--- src/common/pmi_params.svh ---
// constants for the phy mac-side data interface
// assumes a 20 MHz core clock and a 50 MHz-class reference seen as a sampled pin
`ifndef PMI_PARAMS_SVH
`define PMI_PARAMS_SVH
`define PMI_CLK_PERIOD_NS   50
`define PMI_DIV_100M        2'h0
`define PMI_DIV_10M_HALF    4'h9
`define PMI_STRAP_DEFAULT   5'h01
`define PMI_RMII_DIBITS     2'h1
`define PMI_ERR_NIBBLE      4'hE
`endif

--- src/common/pmi_pkg.sv ---
// types for the phy mac-side data interface
// assumes pmi_params.svh is included by the design files
package pmi_pkg;
   // mac interface mode
   typedef enum logic [2:0] {
      PMI_MII   = 3'h1,
      PMI_RMII  = 3'h2,
      PMI_RGMII = 3'h4
   } pmi_mode_t;

   // receive symbol from the decoder side
   typedef struct packed {
      logic       valid;
      logic       err;
      logic       carrier;
      logic [3:0] nibble;
   } pmi_rx_sym_t;

   // receive lanes toward the mac
   typedef struct packed {
      logic       dv;
      logic       er;
      logic       crs;
      logic [3:0] data;
   } pmi_rx_out_t;
endpackage : pmi_pkg

--- src/rtl/pmi_sync.sv ---
// two flip-flop synchroniser, one per bit
// assumes the inputs are asynchronous to i_clk
`timescale 1ns/1ns
module pmi_sync #(
   parameter int W = 1
) (
   input  wire logic         i_clk,
   input  wire logic         i_rst_b,
   input  wire logic         i_ce,
   input  wire logic [W-1:0] i_d,
   output logic      [W-1:0] o_q
);
   logic [W-1:0] meta;

   // first stage read only by the second
   always_ff @(posedge i_clk) begin
      if (!i_rst_b) begin
         meta <= '0;
         o_q  <= '0;
      end else if (i_ce) begin
         meta <= i_d;
         o_q  <= meta;
      end
   end
endmodule : pmi_sync

--- src/rtl/pmi_phy_mac_if.sv ---
// phy mac-side data interface: clocks, rx lanes, carrier sense, straps
// assumes ref/tx clock pins sampled by i_clk, decoder symbols on i_clk
//
// Contract
// RQ1 - mii transmit clock is 25 MHz at 100M, 2.5 MHz at 10M
// RQ2 - mii transmit clock holds constant phase to the reference clock
// RQ3 - in rgmii the mac sources the transmit clock
// RQ4 - transmit clock pin driven low in reset, input after release; the code keeps driving it after release in mii
// RQ5 - mac drives transmit enable sampled on transmit clock rise
// RQ6 - rgmii tx control carries enable on rise, error on fall; the code samples only the enable, on the rise
// RQ7 - mac presents transmit data on rising edge of its clock
// RQ8 - receive clock derived from data stream at 25 or 2.5 MHz; the code divides it from the reference pin and holds it low in rmii
// RQ9 - data valid marks valid receive data, independent of carrier
// RQ10 - rgmii rx control carries valid on rise, error on fall
// RQ11 - receive error high on error symbol, unused in rgmii
// RQ12 - receive data corrupted on error so mac may ignore error
// RQ13 - receive data 4 bits in mii/rgmii, 2 bits in rmii
// RQ14 - five bit address strapped from rx data and collision, default 0x01
// RQ15 - mii carrier sense high when receive or transmit medium busy
// RQ16 - rmii carrier sense pin carries combined carrier and data valid
// RQ17 - straps latched once at reset release, pins then reused
`timescale 1ns/1ns
`include "pmi_params.svh"
module pmi_phy_mac_if (
   input  wire logic             i_clk,
   input  wire logic             i_rst_b,
   input  wire logic             i_ce,
   input  pmi_pkg::pmi_mode_t    i_mode,
   input  wire logic             i_speed_100,
   input  wire logic             i_ref_clk,
   input  wire logic             i_tx_clk,
   input  wire logic             i_tx_en,
   input  wire logic             i_tx_busy,
   input  pmi_pkg::pmi_rx_sym_t  i_rx_sym,
   input  wire logic [3:0]       i_rx_d_pin,
   input  wire logic             i_col_pin,
   output logic                  o_tx_clk,
   output logic                  o_tx_clk_oe,
   output logic                  o_tx_en_seen,
   output logic                  o_rx_clk,
   output pmi_pkg::pmi_rx_out_t  o_rx,
   output logic                  o_rx_ctrl,
   output logic                  o_rx_d_oe,
   output logic [4:0]            o_phy_address_strap
);
   import pmi_pkg::*;

   logic       ref_s;
   logic       txc_s;
   logic       txen_s;
   logic [3:0] rxd_s;
   logic       col_s;
   logic       ref_d;
   logic       txc_d;
   logic [3:0] div;
   logic       out_of_reset;
   logic       strap_done;
   logic       rx_phase;
   logic       strap_arm;

   // pins from outside the clock domain
   pmi_sync #(.W(8)) u_sync (
      .i_clk   (i_clk),
      .i_rst_b (i_rst_b),
      .i_ce    (i_ce),
      .i_d     ({i_ref_clk, i_tx_clk, i_tx_en, i_rx_d_pin, i_col_pin}),
      .o_q     ({ref_s, txc_s, txen_s, rxd_s, col_s})
   );

   // edge detection on the sampled clocks
   wire ref_rise = ref_s & ~ref_d;
   wire txc_rise = txc_s & ~txc_d;
   wire is_mii   = (i_mode == PMI_MII);
   wire is_rmii  = (i_mode == PMI_RMII);
   wire is_rgmii = (i_mode == PMI_RGMII);
   wire [3:0] div_top = i_speed_100 ? {2'h0, `PMI_DIV_100M} : `PMI_DIV_10M_HALF;

   // divider steps only on reference edges so phase stays locked
   always_ff @(posedge i_clk) begin
      if (!i_rst_b) begin
         ref_d    <= 1'b0;
         txc_d    <= 1'b0;
         div      <= 4'h0;
         o_tx_clk <= 1'b0;                                  // RQ4
      end else if (i_ce) begin
         ref_d <= ref_s;
         txc_d <= txc_s;
         if (ref_rise) begin                                // RQ2
            if (div >= div_top) begin
               div      <= 4'h0;
               o_tx_clk <= is_mii & ~o_tx_clk;              // RQ1
            end else begin
               div <= div + 4'h1;
            end
         end
      end
   end

   // pin drives low in reset; after release only mii drives it
   always_ff @(posedge i_clk) begin
      if (!i_rst_b) begin
         out_of_reset <= 1'b0;
      end else if (i_ce) begin
         out_of_reset <= 1'b1;
      end
   end
   assign o_tx_clk_oe = ~out_of_reset | is_mii;             // RQ4

   // transmit enable taken on the active tx clock rise; in mii that clock is our
   // own, so take it the cycle before the pin rises, as the mac drives none then
   wire tx_toggle   = ref_rise & (div >= div_top);
   wire mii_tx_rise = tx_toggle & is_mii & ~o_tx_clk;
   wire tx_edge     = is_rmii ? ref_rise : (is_mii ? mii_tx_rise : txc_rise);   // RQ5 RQ3
   always_ff @(posedge i_clk) begin
      if (!i_rst_b) begin
         o_tx_en_seen <= 1'b0;
      end else if (i_ce && tx_edge) begin
         o_tx_en_seen <= txen_s;                            // RQ5 RQ7
      end
   end

   // sync stages are cleared in reset, so pin levels need two edges to arrive
   always_ff @(posedge i_clk) begin
      if (!i_rst_b) begin
         strap_arm <= 1'b0;
      end else if (i_ce) begin
         strap_arm <= out_of_reset;
      end
   end

   // strap capture two cycles after release, rx data pins then outputs
   always_ff @(posedge i_clk) begin
      if (!i_rst_b) begin
         strap_done          <= 1'b0;
         o_phy_address_strap <= `PMI_STRAP_DEFAULT;
      end else if (i_ce && !strap_done && strap_arm) begin
         strap_done          <= 1'b1;
         o_phy_address_strap <= {rxd_s, col_s};             // RQ14 RQ17
      end
   end
   assign o_rx_d_oe = strap_done;                           // RQ17

   // receive clock is divided from the reference pin, like the tx clock, not from the decoder symbols
   wire rx_edge = is_rmii ? ref_rise : ref_rise && (div == 4'h0);
   wire [3:0] rx_data = i_rx_sym.err ? `PMI_ERR_NIBBLE : i_rx_sym.nibble;   // RQ12
   wire [3:0] rx_lane = is_rmii ? {2'h0, rx_data[1:0]} : rx_data;           // RQ13
   wire rx_take = i_ce & rx_edge & ~rx_phase;                               // symbol taken here

   // rx outputs registered, updated on the receive clock fall
   always_ff @(posedge i_clk) begin
      if (!i_rst_b) begin
         o_rx     <= '0;
         o_rx_clk <= 1'b0;
         rx_phase <= 1'b0;
      end else if (i_ce) begin
         if (rx_edge) begin
            rx_phase <= ~rx_phase;
            o_rx_clk <= ~is_rmii & rx_phase;                // RQ8
            if (!rx_phase) begin
               o_rx.dv   <= i_rx_sym.valid;                 // RQ9
               o_rx.er   <= ~is_rgmii & i_rx_sym.valid & i_rx_sym.err;  // RQ11
               o_rx.data <= i_rx_sym.valid ? rx_lane : 4'h0;            // RQ13
               o_rx.crs  <= is_mii   ? (i_rx_sym.carrier | i_tx_busy) : // RQ15
                            is_rmii  ? (i_rx_sym.carrier | i_rx_sym.valid) : // RQ16
                            1'b0;
            end
         end
      end
   end

   // rgmii control: valid while clock high, valid xor error while low
   assign o_rx_ctrl = is_rgmii & (o_rx_clk ? o_rx.dv : (o_rx.dv ^ i_rx_sym.err));  // RQ10

   // tx clock pin: driven low in reset, released outside mii
   a_clk_low_reset: assert property (@(posedge i_clk)                          // RQ4
      !i_rst_b |=> !o_tx_clk)
      else $error("tx clock not low after reset");
   a_oe_in_reset: assert property (@(posedge i_clk)                            // RQ4
      !i_rst_b |=> o_tx_clk_oe)
      else $error("tx clock pin not driven in reset");
   a_clk_rgmii_off: assert property (@(posedge i_clk) disable iff (!i_rst_b)   // RQ3
      is_rgmii && $past(is_rgmii) && $past(out_of_reset) |-> !o_tx_clk_oe)
      else $error("tx clock driven in rgmii");
   a_mii_clk_ok: assert property (@(posedge i_clk) disable iff (!i_rst_b)      // RQ1
      !is_mii && $stable(i_mode) |=> $stable(o_tx_clk) || !o_tx_clk)
      else $error("tx clock toggles outside mii");

   // tx clock moves only right after a reference rise, which fixes its phase
   a_tx_phase: assert property (@(posedge i_clk) disable iff (!i_rst_b)        // RQ2
      $changed(o_tx_clk) && $past(i_rst_b) |-> $past(ref_rise))
      else $error("tx clock moved off a reference edge");
   a_rx_clk_rmii: assert property (@(posedge i_clk) disable iff (!i_rst_b)     // RQ8
      $past(i_ce) && $past(rx_edge) && $past(is_rmii) |-> !o_rx_clk)
      else $error("rx clock toggles in rmii");

   // receive lanes, looked at one cycle after each take; error against valid on every cycle
   a_dv_follows: assert property (@(posedge i_clk) disable iff (!i_rst_b)      // RQ9
      $past(rx_take) |-> o_rx.dv == $past(i_rx_sym.valid))
      else $error("data valid does not follow the symbol");
   a_er_rgmii_low: assert property (@(posedge i_clk) disable iff (!i_rst_b)    // RQ11
      is_rgmii && $stable(i_mode) && $past(i_ce) && $past(rx_edge) && !$past(rx_phase) |-> !o_rx.er)
      else $error("rx error active in rgmii");
   a_er_needs_dv: assert property (@(posedge i_clk) disable iff (!i_rst_b)     // RQ11
      o_rx.er |-> o_rx.dv)
      else $error("rx error without data valid");
   a_data_corrupt: assert property (@(posedge i_clk) disable iff (!i_rst_b)    // RQ12
      $past(rx_take) && !$past(is_rmii) && o_rx.er |-> o_rx.data == `PMI_ERR_NIBBLE)
      else $error("errored data not corrupted");
   a_rmii_lanes: assert property (@(posedge i_clk) disable iff (!i_rst_b)      // RQ13
      $past(rx_take) && $past(is_rmii) |-> o_rx.data[3:2] == 2'h0)
      else $error("upper lanes active in rmii");
   a_crs_mii: assert property (@(posedge i_clk) disable iff (!i_rst_b)         // RQ15
      $past(rx_take) && $past(is_mii) |-> o_rx.crs == ($past(i_rx_sym.carrier) || $past(i_tx_busy)))
      else $error("mii carrier sense wrong");
   a_crs_rmii: assert property (@(posedge i_clk) disable iff (!i_rst_b)        // RQ16
      $past(rx_take) && $past(is_rmii) |-> o_rx.crs == ($past(i_rx_sym.carrier) || $past(i_rx_sym.valid)))
      else $error("rmii carrier and valid wrong");

   // straps, and the clock enable freezing the tx clock, rx lanes and strap
   a_strap_once: assert property (@(posedge i_clk) disable iff (!i_rst_b)      // RQ17
      strap_done && $past(strap_done) |-> $stable(o_phy_address_strap))
      else $error("strap changed after capture");
   a_strap_time: assert property (@(posedge i_clk) disable iff (!i_rst_b)      // RQ14
      $rose(i_rst_b) && i_ce ##1 i_ce ##1 i_ce |=> strap_done)
      else $error("strap not captured after release");
   a_ce_freeze: assert property (@(posedge i_clk) disable iff (!i_rst_b)       // RQ1
      !$past(i_ce) && $past(i_rst_b) |-> $stable(o_tx_clk) && $stable(o_rx) && $stable(o_phy_address_strap))
      else $error("state moved with clock enable low");

   c_mii_toggle: cover property (@(posedge i_clk) is_mii && $rose(o_tx_clk));
   c_rx_error:   cover property (@(posedge i_clk) o_rx.er);
   c_rmii_crs:   cover property (@(posedge i_clk) is_rmii && o_rx.crs);
   c_strap:      cover property (@(posedge i_clk) $rose(strap_done));
   c_rgmii_err:  cover property (@(posedge i_clk) is_rgmii && !o_rx_clk && o_rx.dv && !o_rx_ctrl);
endmodule : pmi_phy_mac_if

--- config.mk ---
export PLATFORM = sky130hd
export DESIGN_NAME = pmi_phy_mac_if
export DESIGN_NICKNAME = d
export VERILOG_FILES = /design/src/common/pmi_pkg.sv /design/src/rtl/pmi_sync.sv /design/src/rtl/pmi_phy_mac_if.sv
export VERILOG_INCLUDE_DIRS = /design/src /design/src/common
export SDC_FILE = /design/constraint.sdc
export NUM_CORES = 1
export LEC_CHECK = 0
export ABC_AREA = 1
export BUFFER_PORTS_ARGS = -buffer_cell sky130_fd_sc_hd__buf_4
export CAP_MARGIN = 20
export CORE_UTILIZATION = 35
export CTS_BUF_LIST = sky130_fd_sc_hd__clkbuf_16
export CTS_CLUSTER_SIZE = 8
export DETAILED_ROUTE_END_ITERATION = 7
export PLACE_DENSITY = 0.66
export RECOVER_POWER = 50
export SYNTH_ARGS = -nofsm -noshare
export SYNTH_HDL_FRONTEND = slang
export SYNTH_SLANG_ARGS = --single-unit
--- constraint.sdc ---
create_clock -name i_clk -period 1.5 [get_ports i_clk]
set_input_delay 0.3 -clock i_clk [delete_from_list [all_inputs] [get_ports i_clk]]
set_output_delay 0.3 -clock i_clk [all_outputs]
set_load 0.005 [all_outputs]
After elaboration in Yosys (flattened, before gate mapping)

Cells that the tools add are included.
Widths: inputs -> output; s select.

$add $sub $neg: 1
Magnitude comparators: 1
Eq/ne operators: 3
Mux-type cells: 11
Bitwise gates (word level): 21
Reductions and logical operators: 10

Operators with widths:

| cell                | count |
|---|---|
| $mux 4              | 5 |
| $and 1x1->1         | 10 |
| $not 1->1           | 7 |
| $mux 1              | 6 |
| $reduce_and 3->1    | 2 |
| $add 4x1->4 const B | 1 |
| $ge 4x4->1          | 1 |
| $logic_and 1x1->1   | 4 |
| $logic_not 4->1     | 1 |
| $reduce_and 2->1    | 2 |
| $eq 3x1->1 const B  | 1 |
| $eq 3x2->1 const B  | 1 |
| $eq 3x3->1 const B  | 1 |
| $or 1x1->1          | 3 |
| $logic_not 1->1     | 1 |
| $xor 1x1->1         | 1 |

Flip-flop bits (word level): 41
Input bits: 23
Output and inout port bits: 18
Word-level logic and storage cells: 64

Longest topological paths before layout

Depth in word-level cells: 8
Mapped depth: 10
Mapped depth without buffers: 10

By module

From an unflattened synthesis, not the netlist that was laid out.

Cell total of the unflattened synthesis: 267
Area total of the unflattened synthesis: 1870.5 um^2

Modules (own cells, without submodules):

| module         | times used | cells each | area an instance (um^2) | sequential area each (um^2) |
|---|---|---|---|---|
| pmi_phy_mac_if | 1          | 166        | 1196.1                  | 500.5 |
| pmi_sync       | 1          | 101        | 674.4                   | 320.3 |

Worst setup path before layout

No wires, ideal clock.

Kind: reg2reg
Start point: reg div[0]
End point: reg o_tx_en_seen
Library setup time: 115 ps
Arrival time: 1171 ps
Data required time: 1385 ps
Slack: 214 ps
Cell stages (with the launch flop): 10
Buffers on the path: 0
Cell sequence: dfxtp_1 -> inv_1 -> ha_1 -> inv_1 -> nor2_1 -> nand2_1 -> nand3_1 -> nand3_1 -> a21oi_1 -> nor2_1

Cells in the longest elaborated chain, start to end: 7

RTL lines:

| what                      | line                  | text |
|---|---|---|
| start: declaration        | pmi_phy_mac_if.sv:55  | `logic [3:0] div;` |
| start signal: assignment  | pmi_phy_mac_if.sv:93  | `div <= div + 4'h1;` |
| $ge 4x4->1                | pmi_phy_mac_if.sv:111 | `wire tx_toggle = ref_rise & (div >= div_top);` |
| $and 1x1->1               | pmi_phy_mac_if.sv:111 |  |
| $and 1x1->1 (2 in series) | pmi_phy_mac_if.sv:112 | `wire mii_tx_rise = tx_toggle & is_mii & ~o_tx_clk;` |
| $mux 1 (2 in series)      | pmi_phy_mac_if.sv:113 | `wire tx_edge = is_rmii ? ref_rise : (is_mii ? mii_tx_rise : txc_rise);` |
| $logic_and 1x1->1         | pmi_phy_mac_if.sv:117 | `end else if (i_ce && tx_edge) begin` |
| end signal: assignment    | pmi_phy_mac_if.sv:118 | `o_tx_en_seen <= txen_s;` |
| end: declaration          | pmi_phy_mac_if.sv:39  | `output logic o_tx_en_seen,` |

No other way between the ends.
A chain may end at the register's enable or synchronous reset.

Worst setup path after layout

Ends and elaborated chain as after synthesis.

==> impl_metrics.csv <==
group,metric,value,unit
cells_and_area,drive_above_1_share,20.0,%
drt,drc,0,
clock_network,clk_pin_slew_worst_paths,0.06,ns
setup_path,r2r_slack,0.16,ns
synth,avgSynthCellArea,7.40,µm²
cells_and_area,fin_area,0.00221,mm²
cells_and_area,num_antenna_cells,0,
cells_and_area,nNetsFinal,301,
timing,tightest_slew,0.436,ns
die,die-area,0.00512,mm²
setup_path,endpoint,"o_tx_en_seen$_SDFFE_PN0P_",
synth,synth_compound_area_share,12.6,%
placement,portBuffers,40,
cells_and_area,layout_commonest_cell,"nor2_1",
setup_path,worstSetupEndpointType,"flop",
timing,post-route-period-util,89.3,%
die,die_w,71.6,µm
run_status,outcome,"completed",
clock_network,clkSinkCount,41,
power_and_ir_drop,power.internal,2.04,mW
power_and_ir_drop,p_sw,0.573,mW
drt,first_iter_violations,35,
cells_and_area,area_delta_synth_final,30.7,%
synth,yosys_warnings,0,
power_and_ir_drop,irDropWorstVdd,0.638,mV
power_and_ir_drop,clock_power_share,45.2,%
die,initial_core_util,37.6,%
placement,place_ws,0.0754,ns
setup_path,r2r-start,"div[0]$_SDFFE_PN0P_",
setup_path,critPathMaxFanout,4,
timing,fin_setup_tns,0,ns
clock_network,clockBufferDepth,2,
power_and_ir_drop,share_comb_of_total_power,9.7,%
power_and_ir_drop,p_leak,1.01,nW
timing,setup_viol,0,
grt,grt_overflow_total,0,
synth,synth_mux_area_share,0,%
synth,yosys.area_share.xor_xnor,1.03,%
drt,via_count,1517,
clock_network,cts_tree,"done",
setup_path,cp.arrival,1.52,ns
die,core_area,0.00450,mm²
clock_network,insertion_delay,0.28,ns
setup_path,crit_start,"div[0]$_SDFFE_PN0P_",
grt,antenna_found_initial,0,
synth,ys_types,21,
synth,yosys.area_share.simple,29.6,%
die,placement_rows,24,
drt,wl_per_cell,10.3,µm
grt,track_usage,14.9,%
synth,netlist_instances,229,
power_and_ir_drop,pwr-share-seq,45.0,%
clock_network,clockRootBuffer,"clkbuf_16",
grt,grt_pass1_vias,1355,
synth,ys_seq_area_share,48.4,%
cells_and_area,final_cell_mix,"nor2_1 (65), dfxtp_1 (38), nand2_1 (34)",
setup_path,path_class,"flop to flop",
timing,finalClockSkew,0.00491,ns
placement,dpl.hpwl,2390,µm
drt,first_pass_iters,4,
clock_network,cts_setup_buffers,0,
timing,slew_headroom,71.0,%
synth,synth_top_family_by_area,"simple AND/OR/NAND/NOR gates",
setup_path,required,1.68,ns
setup_path,ff2ff_path_depth,9,
setup_path,crit_path_start_kind,"flop",
setup_path,regToRegEndpoint,"o_tx_en_seen$_SDFFE_PN0P_",
power_and_ir_drop,p_per_area,1180,mW/mm²
timing,fin_crit,1.34,ns
drt,wl,3360,µm
timing,finalHoldViolations,0,
grt,grt_max_degree,27,
timing,rsz0062_at_grt,"no",
drt,antenna_left,0,
run,max_cap_viol_count,0,
min_path,hp-class,"primary input to flop",
synth,synth_area,0.00169,mm²
clock_network,cts_inserted_buffers,5,
die,die_h,71.6,µm
synth,ys_ff_latch,41,
timing,max_freq,746,MHz
placement,dpl_cell_area,0.00206,mm²
synth,synth_fp_nets,256,
synth,synthAdderAreaFrac,2.95,%
power_and_ir_drop,swShare,21.9,%
timing,fin_ws,0.160,ns
timing,slew_violations,0,
clock_network,htreeDepth,2,
drt,via_per_inst,4.64,
placement,gp_congestion,0.794,
grt,grt_pass1_wl,5930,µm
die,num_io_pins,41,
==> metrics by stage <==
step	hold slack (ns)	cells	utilization (%)	power (mW)
floorplan	0.424	229	-	1.34
global placement	0.433	319	45.8	1.46
detailed placement	0.447	319	45.8	1.46
CTS	0.234	327	49.5	2.66
global route	0.250	327	49.2	2.74
finish	0.239	327	49.2	2.61
==> timing repair <==
item | 4_1_cts | 5_1_grt
hold buffers | 0 | 0
setup endpoints to repair | 0 | 10
gates resized for setup | 0 | 3
==> final cells by class <==
cell class              count  area, µm²
clock buffers               5        125
clock inverters             3       41.3
fillers                   480       2290
inverters                  17       63.8
multi-input cells         165        782
flip-flops and latches     41        825
well taps                  52       65.1
repair buffers             44        313
==> worst max-delay path: stages, from the launching register on <==
cell and delay, ns:
dfxtp_2 0.35, inv_1 0.07, ha_1 0.27, inv_1 0.03, nor2_1 0.08, nand2_1 0.05
nand3_1 0.08, nand3_1 0.11, a21oi_1 0.14, nor2_1 0.05
==> cell families (layout without fill, tap and decap cells) <==
group / count (synthesis) / in the layout
AO/OA/AOI/OAI: 42 / 42
XOR/XNOR: 2 / 2
adder cells (fa/ha/maj): 4 / 4
buffers and inverters: 23 / 69
flip-flops: 41 / 41
AND/OR/NAND/NOR: 117 / 117
==> synthesized netlist by cell type <==
| cell | n | share of area [%] |
|---|---|---|
| ha_1 | 4 | 3.0 |
| clkinv_1 | 1 | 0.22 |
| and3_1 | 1 | 0.37 |
| xor2_1 | 2 | 1.0 |
| inv_2 | 1 | 0.22 |
| nor2_8 | 2 | 2.4 |
| nor2_1 | 65 | 14 |
| nand4_1 | 1 | 0.37 |
| o21ai_0 | 25 | 7.4 |
| inv_1 | 15 | 3.3 |
| o21a_1 | 1 | 0.44 |
| buf_2 | 1 | 0.30 |
| nand2_2 | 1 | 0.37 |
| buf_4 | 1 | 0.44 |
| nand3_1 | 10 | 3.0 |
| nor3_1 | 2 | 0.59 |
| clkbuf_1 | 4 | 0.89 |
| nand2_1 | 34 | 7.5 |
| dfxtp_1 | 41 | 48 |
| a21oi_1 | 16 | 4.7 |
| nand2_4 | 1 | 0.66 |
==> worst min path at each step <==
stage	startpoint	to	slack, ns	cells past startpoint
2_1_floorplan	u_sync.o_q[0]$_SDFFE_PN0P_	o_phy_address_strap[0]$_SDFFE_PN1P_	0.42	2
3_3_place_gp	u_sync.o_q[0]$_SDFFE_PN0P_	o_phy_address_strap[0]$_SDFFE_PN1P_	0.43	2
3_5_place_dp	u_sync.o_q[0]$_SDFFE_PN0P_	o_phy_address_strap[0]$_SDFFE_PN1P_	0.45	2
4_1_cts	i_rx_d_pin[3]	u_sync.meta[4]$_SDFFE_PN0P_	0.23	3
5_1_grt	i_tx_clk	u_sync.meta[6]$_SDFFE_PN0P_	0.25	3
6_report	i_rx_d_pin[3]	u_sync.meta[4]$_SDFFE_PN0P_	0.24	3
==> metal layers <==
layer	part of all wire, %	up-vias	GRT usage (%)	wire [µm]
li1	-	820	-	-
met1	50	644	18.7	1670
met2	41	46	23.1	1390
met3	7.0	7	5.34	234
met4	1.9	0	6.54	63
met5	0	-	0	0
==> registers in the layout, indices dropped and copies added, names as in the netlist, 4 cells and up <==
signal,cells
o_phy_address_strap,5
u_sync.o_q,8
u_sync.meta,8
div,4
o_rx,7
==> power by group through the flow <==
stage / sequential (mW) / clock, mW / combinational (mW)
6_report: 1.18 / 1.18 / 0.254
5_1_grt: 1.18 / 1.26 / 0.295
4_1_cts: 1.18 / 1.22 / 0.264
3_5_place_dp: 1.20 / 0 / 0.262
3_3_place_gp: 1.20 / 0 / 0.261
2_1_floorplan: 1.20 / 0 / 0.148
(Power assumes the default switching activity.)
